File: src/verilog/fcdma_defs.svh
`ifndef FCDMA_DEFS_SVH
`define FCDMA_DEFS_SVH

// Host register offsets on the low address lines.
`define FCD_OFF_CMD    4'h8
`define FCD_OFF_REQ    4'h9
`define FCD_OFF_MSK1   4'ha
`define FCD_OFF_MODE   4'hb
`define FCD_OFF_CLRPTR 4'hc
`define FCD_OFF_MCLR   4'hd
`define FCD_OFF_CLRMSK 4'he
`define FCD_OFF_MSKALL 4'hf

// Command register bit positions.
`define FCD_CMD_M2M   0
`define FCD_CMD_DIS   2
`define FCD_CMD_REQLO 6
`define FCD_CMD_ACKHI 7

// Channel mode field positions and encodings.
`define FCD_MODE_TYPE 1:0
`define FCD_MODE_AUTO 2
`define FCD_MODE_DEC  3
`define FCD_MODE_SVC  5:4
`define FCD_TYPE_TOMEM   2'h1
`define FCD_TYPE_FROMMEM 2'h2
`define FCD_SVC_DEMAND   2'h0
`define FCD_SVC_SINGLE   2'h1
`define FCD_SVC_BLOCK    2'h2
`define FCD_SVC_CASC     2'h3

// Reset values.
`define FCD_CMD_RST  8'h00
`define FCD_MASK_RST 4'hf
`define FCD_MODE_RST 6'h00
`define FCD_W16_RST  16'h0000

// Least strobe length in clocks, covering the two-stage input sampling.
`define FCD_XFER_CYC 2'h3

`endif

File: src/verilog/fcdma_pkg.sv
package fcdma_pkg;

  typedef enum logic [2:0] {
    ST_IDLE,
    ST_HOLD,
    ST_ADDR,
    ST_XFER,
    ST_FIN,
    ST_CASC
  } fcdma_state_t;

endpackage

File: src/verilog/fcdma_top.sv
`timescale 1ns/1ps
`include "fcdma_defs.svh"
module fcdma_top
(
  input  wire logic       clk_sys,
  input  wire logic       rst,
  input  wire logic       cs_n,
  input  wire logic       ready,
  input  wire logic       bus_grant_in,
  output logic            bus_request_out,
  input  wire logic [3:0] channel_request,
  output logic      [3:0] channel_acknowledge,
  input  wire logic [7:0] host_data_bus_in,
  output logic      [7:0] host_data_bus_out,
  output logic            host_data_bus_oe,
  input  wire logic       io_read_strobe_n_in,
  output logic            io_read_strobe_n_out,
  output logic            io_read_strobe_n_oe,
  input  wire logic       io_write_strobe_n_in,
  output logic            io_write_strobe_n_out,
  output logic            io_write_strobe_n_oe,
  input  wire logic       end_of_process_line_n_in,
  output logic            end_of_process_line_n_out,
  output logic            end_of_process_line_n_oe,
  input  wire logic [3:0] low_address_lines_in,
  output logic      [3:0] low_address_lines_out,
  output logic            low_address_lines_oe,
  output logic      [3:0] mid_address_lines,
  output logic            upper_address_strobe,
  output logic            address_latch_enable,
  output logic            memory_read_strobe_n,
  output logic            memory_write_strobe_n
);

  function automatic logic [1:0] fcdma_prio(input logic [3:0] p);
    fcdma_prio = p[0] ? 2'h0 : p[1] ? 2'h1 : p[2] ? 2'h2 : 2'h3;
  endfunction

  function automatic logic [15:0] fcdma_step(input logic [15:0] v, input logic dn);
    fcdma_step = dn ? v - 16'h0001 : v + 16'h0001;
  endfunction

  ////////////////////////////////////////////////////////////////////////////
  // Every pin input but clk_sys and rst passes two flip-flops before use.

  logic [21:0] pin_s1_r;
  logic [21:0] pin_s2_r;
  logic        ior_d_r;
  logic        iow_d_r;

  always_ff @(posedge clk_sys)
  begin
    pin_s1_r <= {cs_n, io_read_strobe_n_in, io_write_strobe_n_in, ready, bus_grant_in,
                 end_of_process_line_n_in, channel_request, low_address_lines_in,
                 host_data_bus_in};
    pin_s2_r <= pin_s1_r;
  end

  wire       cs_s    = pin_s2_r[21];
  wire       ior_s   = pin_s2_r[20];
  wire       iow_s   = pin_s2_r[19];
  wire       ready_s = pin_s2_r[18];
  wire       grant_s = pin_s2_r[17];
  wire       eop_s   = pin_s2_r[16];
  wire [3:0] dreq_s  = pin_s2_r[15:12];
  wire [3:0] a_s     = pin_s2_r[11:8];
  wire [7:0] db_s    = pin_s2_r[7:0];

  always_ff @(posedge clk_sys)
  begin
    if (rst)
    begin
      ior_d_r <= 1'b1;
      iow_d_r <= 1'b1;
    end
    else
    begin
      ior_d_r <= ior_s;
      iow_d_r <= iow_s;
    end
  end

  ////////////////////////////////////////////////////////////////////////////
  // Registers and state.

  logic [15:0]             base_addr_r [4];
  logic [15:0]             base_cnt_r  [4];
  logic [15:0]             cur_addr_r  [4];
  logic [15:0]             cur_cnt_r   [4];
  logic [5:0]              mode_r      [4];
  logic [7:0]              cmd_r;
  logic [3:0]              tc_st_r;
  logic [3:0]              soft_req_r;
  logic [3:0]              mask_r;
  logic [7:0]              temp_r;
  logic                    ptr_r;
  logic [7:0]              rd_data_r;
  fcdma_pkg::fcdma_state_t state_r;
  fcdma_pkg::fcdma_state_t state_nxt;
  logic [1:0]              sel_r;
  logic                    m2m_r;
  logic                    phase_r;
  logic [1:0]              xcnt_r;
  logic                    eop_seen_r;
  logic                    term_r;
  logic                    tc_r;

  ////////////////////////////////////////////////////////////////////////////
  // Request and host decode.

  wire [3:0] dreq_act = cmd_r[`FCD_CMD_REQLO] ? ~dreq_s : dreq_s;
  wire [3:0] pend     = (dreq_act & ~mask_r) | soft_req_r;
  wire       m2m_go   = cmd_r[`FCD_CMD_M2M] & soft_req_r[0];
  wire [1:0] pick     = fcdma_prio(pend);
  wire       idle     = state_r == fcdma_pkg::ST_IDLE;
  // Chip select only counts in the idle cycle with the bus released.
  wire       host_ok  = idle & ~cs_s & ~grant_s;
  wire       wr_edge  = host_ok & iow_s & ~iow_d_r;
  wire       rd_edge  = host_ok & ior_s & ~ior_d_r;
  wire       host_rd  = host_ok & ~ior_s;
  wire       is_w16   = ~a_s[3];
  wire [1:0] hch      = a_s[2:1];
  wire       wr16     = wr_edge & is_w16;
  wire       wr_reg   = wr_edge & a_s[3];
  wire       mclr     = wr_reg & (a_s == `FCD_OFF_MCLR);

  wire [15:0] hsel16 = a_s[0] ? cur_cnt_r[hch] : cur_addr_r[hch];
  wire [7:0]  hbyte  = ptr_r ? hsel16[15:8] : hsel16[7:0];
  wire [7:0]  rd_mux = is_w16 ? hbyte :
                       (a_s == `FCD_OFF_CMD)  ? {dreq_act | soft_req_r, tc_st_r} :
                       (a_s == `FCD_OFF_MCLR) ? temp_r : 8'h00;

  ////////////////////////////////////////////////////////////////////////////
  // Working channel and transfer decode.

  wire [1:0]  wch     = m2m_r ? {1'b0, phase_r} : sel_r;
  wire [1:0]  cch     = m2m_r ? 2'h1 : sel_r;
  wire [5:0]  wmode   = mode_r[wch];
  wire [15:0] waddr   = cur_addr_r[wch];
  wire [1:0]  wtype   = wmode[`FCD_MODE_TYPE];
  wire [1:0]  svc_md  = mode_r[sel_r][`FCD_MODE_SVC];
  wire        st_addr = state_r == fcdma_pkg::ST_ADDR;
  wire        st_xfer = state_r == fcdma_pkg::ST_XFER;
  wire        st_fin  = state_r == fcdma_pkg::ST_FIN;
  wire        svc     = st_addr | st_xfer | st_fin;
  wire        owned   = svc | (state_r == fcdma_pkg::ST_CASC);
  wire        last    = ~m2m_r | phase_r;
  // Ready is sampled late, so a slow memory must hold ready low early enough.
  wire        x_done  = st_xfer & (xcnt_r == `FCD_XFER_CYC - 2'h1) & ready_s;
  wire        cnt0    = cur_cnt_r[cch] == 16'h0000;
  wire        ext_eop = svc & ~eop_s;
  wire [3:0]  own     = m2m_r ? 4'h3 : 4'h1 << sel_r;
  wire        mem_rd  = st_xfer & (m2m_r ? ~phase_r : wtype == `FCD_TYPE_FROMMEM);
  wire        mem_wr  = st_xfer & (m2m_r ? phase_r : wtype == `FCD_TYPE_TOMEM);
  wire        io_rd   = st_xfer & ~m2m_r & (wtype == `FCD_TYPE_TOMEM);
  wire        io_wr   = st_xfer & ~m2m_r & (wtype == `FCD_TYPE_FROMMEM);

  ////////////////////////////////////////////////////////////////////////////
  // Service sequencer.

  always_comb
  begin
    state_nxt = state_r;
    case (state_r)
      fcdma_pkg::ST_IDLE:
        if (!cmd_r[`FCD_CMD_DIS] && (pend != 4'h0) && !grant_s)
          state_nxt = fcdma_pkg::ST_HOLD;
      fcdma_pkg::ST_HOLD:
        if (!m2m_r && !pend[sel_r])
          state_nxt = fcdma_pkg::ST_IDLE;
        else if (grant_s)
          state_nxt = (!m2m_r && svc_md == `FCD_SVC_CASC) ?
                      fcdma_pkg::ST_CASC : fcdma_pkg::ST_ADDR;
      fcdma_pkg::ST_ADDR:
        state_nxt = fcdma_pkg::ST_XFER;
      fcdma_pkg::ST_XFER:
        if (x_done)
          state_nxt = last ? fcdma_pkg::ST_FIN : fcdma_pkg::ST_ADDR;
      fcdma_pkg::ST_FIN:
        if (term_r || !grant_s)
          state_nxt = fcdma_pkg::ST_IDLE;
        else if (m2m_r || svc_md == `FCD_SVC_BLOCK)
          state_nxt = fcdma_pkg::ST_ADDR;
        else if (svc_md == `FCD_SVC_DEMAND && dreq_act[sel_r])
          state_nxt = fcdma_pkg::ST_ADDR;
        else
          state_nxt = fcdma_pkg::ST_IDLE;
      fcdma_pkg::ST_CASC:
        if (!pend[sel_r] || !grant_s)
          state_nxt = fcdma_pkg::ST_IDLE;
      default:
        state_nxt = fcdma_pkg::ST_IDLE;
    endcase
  end

  always_ff @(posedge clk_sys)
  begin
    if (rst || mclr)
    begin
      state_r    <= fcdma_pkg::ST_IDLE;
      sel_r      <= 2'h0;
      m2m_r      <= 1'b0;
      phase_r    <= 1'b0;
      xcnt_r     <= 2'h0;
      eop_seen_r <= 1'b0;
      term_r     <= 1'b0;
      tc_r       <= 1'b0;
    end
    else
    begin
      state_r <= state_nxt;
      xcnt_r  <= (st_xfer && !x_done && xcnt_r != `FCD_XFER_CYC - 2'h1) ?
                 xcnt_r + 2'h1 : (st_xfer ? xcnt_r : 2'h0);
      if (idle)
      begin
        sel_r      <= m2m_go ? 2'h0 : pick;
        m2m_r      <= m2m_go;
        phase_r    <= 1'b0;
        eop_seen_r <= 1'b0;
      end
      else if (ext_eop)
        eop_seen_r <= 1'b1;
      if (x_done)
      begin
        phase_r <= ~phase_r & m2m_r;
        tc_r    <= last & cnt0;
        term_r  <= (last & cnt0) | eop_seen_r | ext_eop;
      end
      else if (st_addr)
      begin
        tc_r   <= 1'b0;
        term_r <= 1'b0;
      end
    end
  end

  ////////////////////////////////////////////////////////////////////////////
  // Register file: host programming and channel updates.

  always_ff @(posedge clk_sys)
  begin
    if (rst || mclr)
    begin
      cmd_r      <= `FCD_CMD_RST;
      tc_st_r    <= 4'h0;
      soft_req_r <= 4'h0;
      mask_r     <= `FCD_MASK_RST;
      temp_r     <= 8'h00;
      ptr_r      <= 1'b0;
      for (int i = 0; i < 4; i++)
      begin
        base_addr_r[i] <= `FCD_W16_RST;
        base_cnt_r[i]  <= `FCD_W16_RST;
        cur_addr_r[i]  <= `FCD_W16_RST;
        cur_cnt_r[i]   <= `FCD_W16_RST;
        mode_r[i]      <= `FCD_MODE_RST;
      end
    end
    else
    begin
      if (wr_edge || rd_edge)
      begin
        if (is_w16)
          ptr_r <= ~ptr_r;
        else if (wr_edge && a_s == `FCD_OFF_CLRPTR)
          ptr_r <= 1'b0;
      end
      if (rd_edge && a_s == `FCD_OFF_CMD)
        tc_st_r <= 4'h0;
      if (wr16 && !a_s[0])
      begin
        if (ptr_r)
        begin
          base_addr_r[hch][15:8] <= db_s;
          cur_addr_r[hch][15:8]  <= db_s;
        end
        else
        begin
          base_addr_r[hch][7:0] <= db_s;
          cur_addr_r[hch][7:0]  <= db_s;
        end
      end
      if (wr16 && a_s[0])
      begin
        if (ptr_r)
        begin
          base_cnt_r[hch][15:8] <= db_s;
          cur_cnt_r[hch][15:8]  <= db_s;
        end
        else
        begin
          base_cnt_r[hch][7:0] <= db_s;
          cur_cnt_r[hch][7:0]  <= db_s;
        end
      end
      if (wr_reg)
      begin
        case (a_s)
          `FCD_OFF_CMD:    cmd_r <= db_s;
          `FCD_OFF_REQ:    soft_req_r[db_s[1:0]] <= db_s[2];
          `FCD_OFF_MSK1:   mask_r[db_s[1:0]] <= db_s[2];
          `FCD_OFF_MODE:   mode_r[db_s[1:0]] <= db_s[7:2];
          `FCD_OFF_CLRMSK: mask_r <= 4'h0;
          `FCD_OFF_MSKALL: mask_r <= db_s[3:0];
          default:         ;
        endcase
      end
      if (x_done && m2m_r && !phase_r)
        temp_r <= db_s;
      if (x_done)
      begin
        cur_addr_r[wch] <= fcdma_step(waddr, wmode[`FCD_MODE_DEC]);
        if (last)
          cur_cnt_r[cch] <= fcdma_step(cur_cnt_r[cch], 1'b1);
      end
      if (st_fin && term_r)
      begin
        for (int i = 0; i < 4; i++)
        begin
          if (own[i])
          begin
            tc_st_r[i]    <= 1'b1;
            soft_req_r[i] <= 1'b0;
            if (mode_r[i][`FCD_MODE_AUTO])
            begin
              cur_addr_r[i] <= base_addr_r[i];
              cur_cnt_r[i]  <= base_cnt_r[i];
            end
            else
              mask_r[i] <= 1'b1;
          end
        end
      end
    end
  end

  always_ff @(posedge clk_sys)
  begin
    if (rst)
      rd_data_r <= 8'h00;
    else
      rd_data_r <= rd_mux;
  end

  ////////////////////////////////////////////////////////////////////////////
  // Pin drive. Outputs stay released outside service so the host owns them, except the data bus during a host read.

  wire [3:0] ack_on = owned ? (4'h1 << sel_r) : 4'h0;

  assign bus_request_out           = ~idle;
  assign channel_acknowledge       = cmd_r[`FCD_CMD_ACKHI] ? ack_on : ~ack_on;
  assign upper_address_strobe      = st_addr;
  assign address_latch_enable      = svc;
  assign low_address_lines_out     = waddr[3:0];
  assign low_address_lines_oe      = svc;
  assign mid_address_lines         = waddr[7:4];
  assign host_data_bus_oe          = host_rd | st_addr | (st_xfer & m2m_r & phase_r);
  assign host_data_bus_out         = host_rd ? rd_data_r : st_addr ? waddr[15:8] : temp_r;
  assign memory_read_strobe_n      = ~mem_rd;
  assign memory_write_strobe_n     = ~mem_wr;
  assign io_read_strobe_n_out      = ~io_rd;
  assign io_read_strobe_n_oe       = svc;
  assign io_write_strobe_n_out     = ~io_wr;
  assign io_write_strobe_n_oe      = svc;
  assign end_of_process_line_n_out = 1'b0;
  assign end_of_process_line_n_oe  = st_fin & tc_r;

endmodule

File: config.mk
export PLATFORM = sky130hd
export DESIGN_NAME = fcdma_top
export DESIGN_NICKNAME = d
export VERILOG_FILES = /design/src/verilog/fcdma_pkg.sv /design/src/verilog/fcdma_top.sv
export VERILOG_INCLUDE_DIRS = /design/src /design/src/verilog
export SDC_FILE = /design/constraint.sdc
export NUM_CORES = 1
export LEC_CHECK = 0
export BUFFER_PORTS_ARGS = -buffer_cell sky130_fd_sc_hd__buf_4
export CAP_MARGIN = 20
export CORE_ASPECT_RATIO = 0.9
export CORE_UTILIZATION = 60
export CTS_CLUSTER_SIZE = 10
export DETAILED_ROUTE_END_ITERATION = 8
export HOLD_SLACK_MARGIN = 0.03
export PLACE_DENSITY = 0.84
export SYNTH_ARGS = -nofsm -noshare
export SYNTH_HDL_FRONTEND = slang
export SYNTH_SLANG_ARGS = --single-unit
File: constraint.sdc
create_clock -name clk_sys -period 5 [get_ports clk_sys]
set_input_delay 0.25 -clock clk_sys [delete_from_list [all_inputs] [get_ports clk_sys]]
set_output_delay 0.25 -clock clk_sys [all_outputs]
set_load 0.005 [all_outputs]
Yosys cells after proc, flatten, opt, wreduce, memory -nomap -nowiden
Memories as Yosys holds them, arrays and structs flattened. A register that Yosys moved wholly into a read port is not among the register bits.
Index checks and enable logic that the tools add are counted.

operators by class
  add/sub/neg operators = 4
  order comparisons = 3
  equality and inequality tests = 25
  shift operators = 1
  muxes and demuxes = 150
  bitwise gates (word level) = 61
  reduce and logical (&&, ||, !) cells = 44

operators by type and width
  kind                     count
  $mux W16                 16
  $reduce_or A16 Y1        6
  $mux W1                  77
  $mux W2                  25
  $mux W8                  6
  $mux W4                  11
  $eq A4 B4 Y1 const B     8
  $sub A16 B1 Y16 const B  2
  $and A1 B1 Y1            24
  $mux W3                  7
  $pmux W3 S6              1
  $add A16 B1 Y16 const B  1
  $logic_not A16 Y1        1
  $or A1 B1 Y1             16
  $logic_and A1 B1 Y1      15
  $not A1 Y1               15
  $not A4 Y4               3
  $pmux W4 S3              1
  $ne A2 B1 Y1 const B     5
  $bwmux W4                2
  $eq A2 B2 Y1 const B     4
  $or A4 B4 Y4             2
  $logic_not A1 Y1         7
  $eq A3 B2 Y1 const B     2
  22 further kinds         31

word-level totals
  register bits = 95
  memory bits (writable) = 280
  input port bits = 24
  output and inout bits = 33
  logic and storage cells = 312
  memories kept = 5

memories
  name         depth  width  rd ports  clocked after memory_dff  write ports  RTL line         RTL
  base_addr_r  4      16     4         0                         4            fcdma_top.sv:86  logic [15:0] base_addr_r [4];
  base_cnt_r   4      16     4         0                         4            fcdma_top.sv:87  logic [15:0] base_cnt_r [4];
  cur_addr_r   4      16     2         1                         4            fcdma_top.sv:88  logic [15:0] cur_addr_r [4];
  cur_cnt_r    4      16     2         1                         4            fcdma_top.sv:89  logic [15:0] cur_cnt_r [4];
  mode_r       4      6      6         1                         4            fcdma_top.sv:90  logic [5:0] mode_r [4];

Logic depth before layout (Yosys ltp)
  depth in word-level cells = 13
  depth in mapped cells = 15
  mapped depth without buffers = 12

Worst setup path before layout
OpenSTA, ideal clock, no wires.

  path kind = register to register
  start point = register m2m_r
  end point = memory cur_addr_r[0][10], data pin
  library setup time = 272 ps
  arrival time = 3763 ps
  required time = 4728 ps
  path slack = 966 ps
  stages on the path, launching flop included = 15
  path buffers = 4
  clock period less this slack = 4034 ps
  cells stage by stage = dfxtp_1 -> buf_2 -> buf_2 -> nand2b_1 -> clkbuf_1 -> clkbuf_1 -> mux4_2 -> ha_1 -> a21oi_1 -> o311ai_0 -> a22oi_1 -> mux2i_1 -> xnor2_1 -> a21boi_0 -> o21ai_0

RTL lines
  element                 RTL line          RTL
  from (decl)             fcdma_top.sv:101  logic m2m_r;
  from (signal assigned)  fcdma_top.sv:217  m2m_r <= m2m_go;
  to (decl)               fcdma_top.sv:88

==> results by group <==
Synth
  • Synth Area per Inst: ~12 um^2
  • Cell variety after synth: 86
  • Synth top cells by count: 280 x edfxtp_1, 197 x nand2_1, 191 x nor2_1
  • Mapped Area: 18200 um^2
  • Net count after synthesis: 1610
  • Sequential cell area fraction in the yosys report: 56.3%
  • Yosys reg bits: 373
  • Post-synth EDFFs: 280
  • Share of the synthesized area in the top cell type: ~46%
  • Area leader, netlist: edfxtp_1
  • Post-Syn Instances: 1579
  • Synth Flop Type: edfxtp_1
  • Async S/R FF share, synth: 0%
  • Synth warn: 0
  • Most numerous cell in the Yosys netlist: edfxtp_1
  • Area contributors post-synth: edfxtp_1 46%, dfxtp_1 10%, mux4_2 7.0%, nand2_1 4.1%, nor2_1 3.9%

Clock network
  • Clock buffer depth: 3
  • Setup bufs post-CTS: 0
  • Root Buffer: clkbuf_16
  • CTS tree: done
  • Clk_lat worst skew: 0.56 ns
  • H-tree depth: 2
  • Clk sinks: 373
  • Inserted Clock Buffers: 44
  • Clock slew at reported path FFs: 0.06 ns

Critical path
  • Crit Path Max Fanout: 14
  • Crit path DAT: 4.74 ns
  • Crit path kind: reg -> reg
  • Critical path required time: about 5.4 ns
  • CP Launch Type: flip-flop
  • Critical Path End Type: flip-flop
  • Worst reg2reg setup slack: 0.68 ns

Timing
  • Slew of the pin with the lowest slew margin: 1.22 ns
  • Max Fclk: 232 MHz
  • Final TNS setup: 0 ns
  • Final hold vios: 0
  • Rel. slew slack: 18.0%
  • Final min period: 4.32 ns
  • RSZ-0062 raised after global routing: false
  • Final slew viol count: 0
  • Clock skew: 0.0146 ns
  • Final setup vio count: 0
  • Worst setup margin: a little under 0.7 ns
  • Tcrit/Tclk final: 86.4%

Power
  • P_int: 5.47 mW
  • Pwr dens: 349 nW/um^2
  • Max VDD drop: 0.236 mV
  • Psw: between 1.5 and 2 mW
  • LEAKAGE: 7.50 nW
  • Net Sw Frac: 23.8%
  • Comb pwr share: 8.5%
  • Seq pwr share: 49.0%
  • Clock share of power: 42.5%

Floorplan
  • Die area: 31100 um^2
  • Core Box Area: 29900 um^2
  • Starting Density: between 60% and 70%
  • # rows: 60
  • Die width: roughly 190 um
  • I/O pin count: 57
  • Die height: roughly 170 um

Final layout
  • Fillers: 2024
  • Area of the multi-input gates: 7410 um^2
  • # diodes: 0
  • Layout cells sized above 1: 16.1%
  • FF/Latch Area: between 10000 and 15000 um^2
  • Number of nets in the layout: 1668
  • Area grow syn2layout: 12.7%

Drt
  • DRC Markers: 37
  • DRT Pass-1 Iters: 9
  • Antenna viol nets, final: 0
  • Vias per inst: 6.92
  • Final wirelength: 55600 um
  • Initial DRC count: about 2200
  • Via count: around 14000
  • Avg WL per Cell: 26.8 um

Placement
  • Port Buffers: 55
  • Hpwl dp: between 30000 and 40000 um
  • GP Congestion: 0.982
  • Pre-CTS WS: 0.855 ns

Hold path
  • HP Class: in -> reg

Global routing
  • Grt total ovfl: 0
  • Vias in the first global route: 13700
  • Largest net degree at the start of global routing: 44
  • Global-route wire length before repair: 82600 um
  • Total track usage: 36.0%
  • Initial antenna violation count: 1

Outcome
  • Run status: complete, but fails checks
  • Violated checks: DRC

Flow run
  • Max-Cap Viols: 0
## layout make-up
cell class / count / share of cell area [%]
clock buffer: 78 / 6.34
clock inverter: 4 / 0.268
inverter: 42 / 0.767
multi-input combinational: 1070 / 36.1
sequential: 373 / 50.0
tap: 403 / 2.45
timing repair buffer: 106 / 4.13
## logic make-up after synthesis
kind of cell / share of synthesized area (%)
AO/OA/AOI/OAI: 13.0
XOR/XNOR: 1.78
buffers and inverters: 3.12
other: 0.0206
multiplexers: 11.3
adder cells (fa/ha/maj): 0.480
AND/OR/NAND/NOR: 14.0
flip-flops: 56.3
## worst paths after layout
| kind | from | to | cells after the start |
|---|---|---|---|
| min | rst | rd_data_r[7] | 2 |
| max reg2reg | sel_r[1] | cur_addr_r[3][11] | 11 |
| max | sel_r[1] | cur_addr_r[3][11] | 11 |
| min reg2reg | pin_s1_r[16] | pin_s2_r[16] | 0 |
## power groups by stage
stage               logic [mW]  clock network [mW]  registers, mW
finish                   0.611                3.05           3.51
global route             0.640                3.15           3.52
CTS                      0.590                3.03           3.51
detailed placement       0.569                   0           3.57
global placement         0.565                   0           3.56
floorplan                0.412                   0           3.52
## critical path, cell delays in order (launching register included)
cell and delay [ns]:
dfxtp_1 0.69, buf_4 0.31, nor2b_2 0.30, mux4_2 0.57
ha_1 0.37, inv_1 0.10, o211a_1 0.26, o41ai_2 0.46
nand3_1 0.16, and3_1 0.20, o31ai_2 0.54, a22o_1 0.22
## cell usage in the layout (no fill, tap or decap), drive strengths merged, types with 7 or more instances in the layout
master and instances:
dfxtp 93, nor2b 13, a21oi 57, o21ai 107, and3 12, a21boi 8, xor2 9, edfxtp 280
nor3 28, or2 9, a222oi 9, nor2 203, inv 41, nand4 9, mux2i 46, nand2b 18
xnor2 28, mux2 24, clkbuf 78, a22oi 23, and2 12, a22o 77, ha 7, nand2 197
nand3 23, or3 9, mux4 57, dlygate4sd3 22, buf 84
## per-layer routing
metal	global-route usage, %	wire, um	vias up
met5	1.12	47	-
met4	18.3	3270	2
met3	10.6	8820	262
met2	51.3	23300	1330
met1	50.1	20100	6790
li1	-	-	5992
## registers in the layout, summed over array words and instances (netlist names), 8 cells and up, named ones only
register / cells
temp_r: 8
pin_s2_r: 22
base_addr_r: 64
base_cnt_r: 64
cur_addr_r: 64
mode_r: 24
cur_cnt_r: 64
pin_s1_r: 22
rd_data_r: 8
## through the flow
step                      total power [mW]  utilization [%]  std cells  cell area [um^2]  hold slack (ns)
after floorplan                       3.93                -       1579             18200            0.278
after global placement                4.13             63.5       1971             19000            0.310
after detailed placement              4.14             63.5       1971             19000            0.312
after CTS                             7.12             68.8       2075             20500           0.0551
after global routing                  7.31             68.8       2076             20600           0.0762
final                                 7.18             68.8       2076             20600           0.0588
## what timing repair did
| item | 4_1_cts | 5_1_grt |
|---|---|---|
| gates resized for setup | 0 | 0 |
| hold endpoints to repair | 22 | 0 |
| hold buffers | 22 | 0 |
No activity file was read; power rests on OpenSTA's default activity.
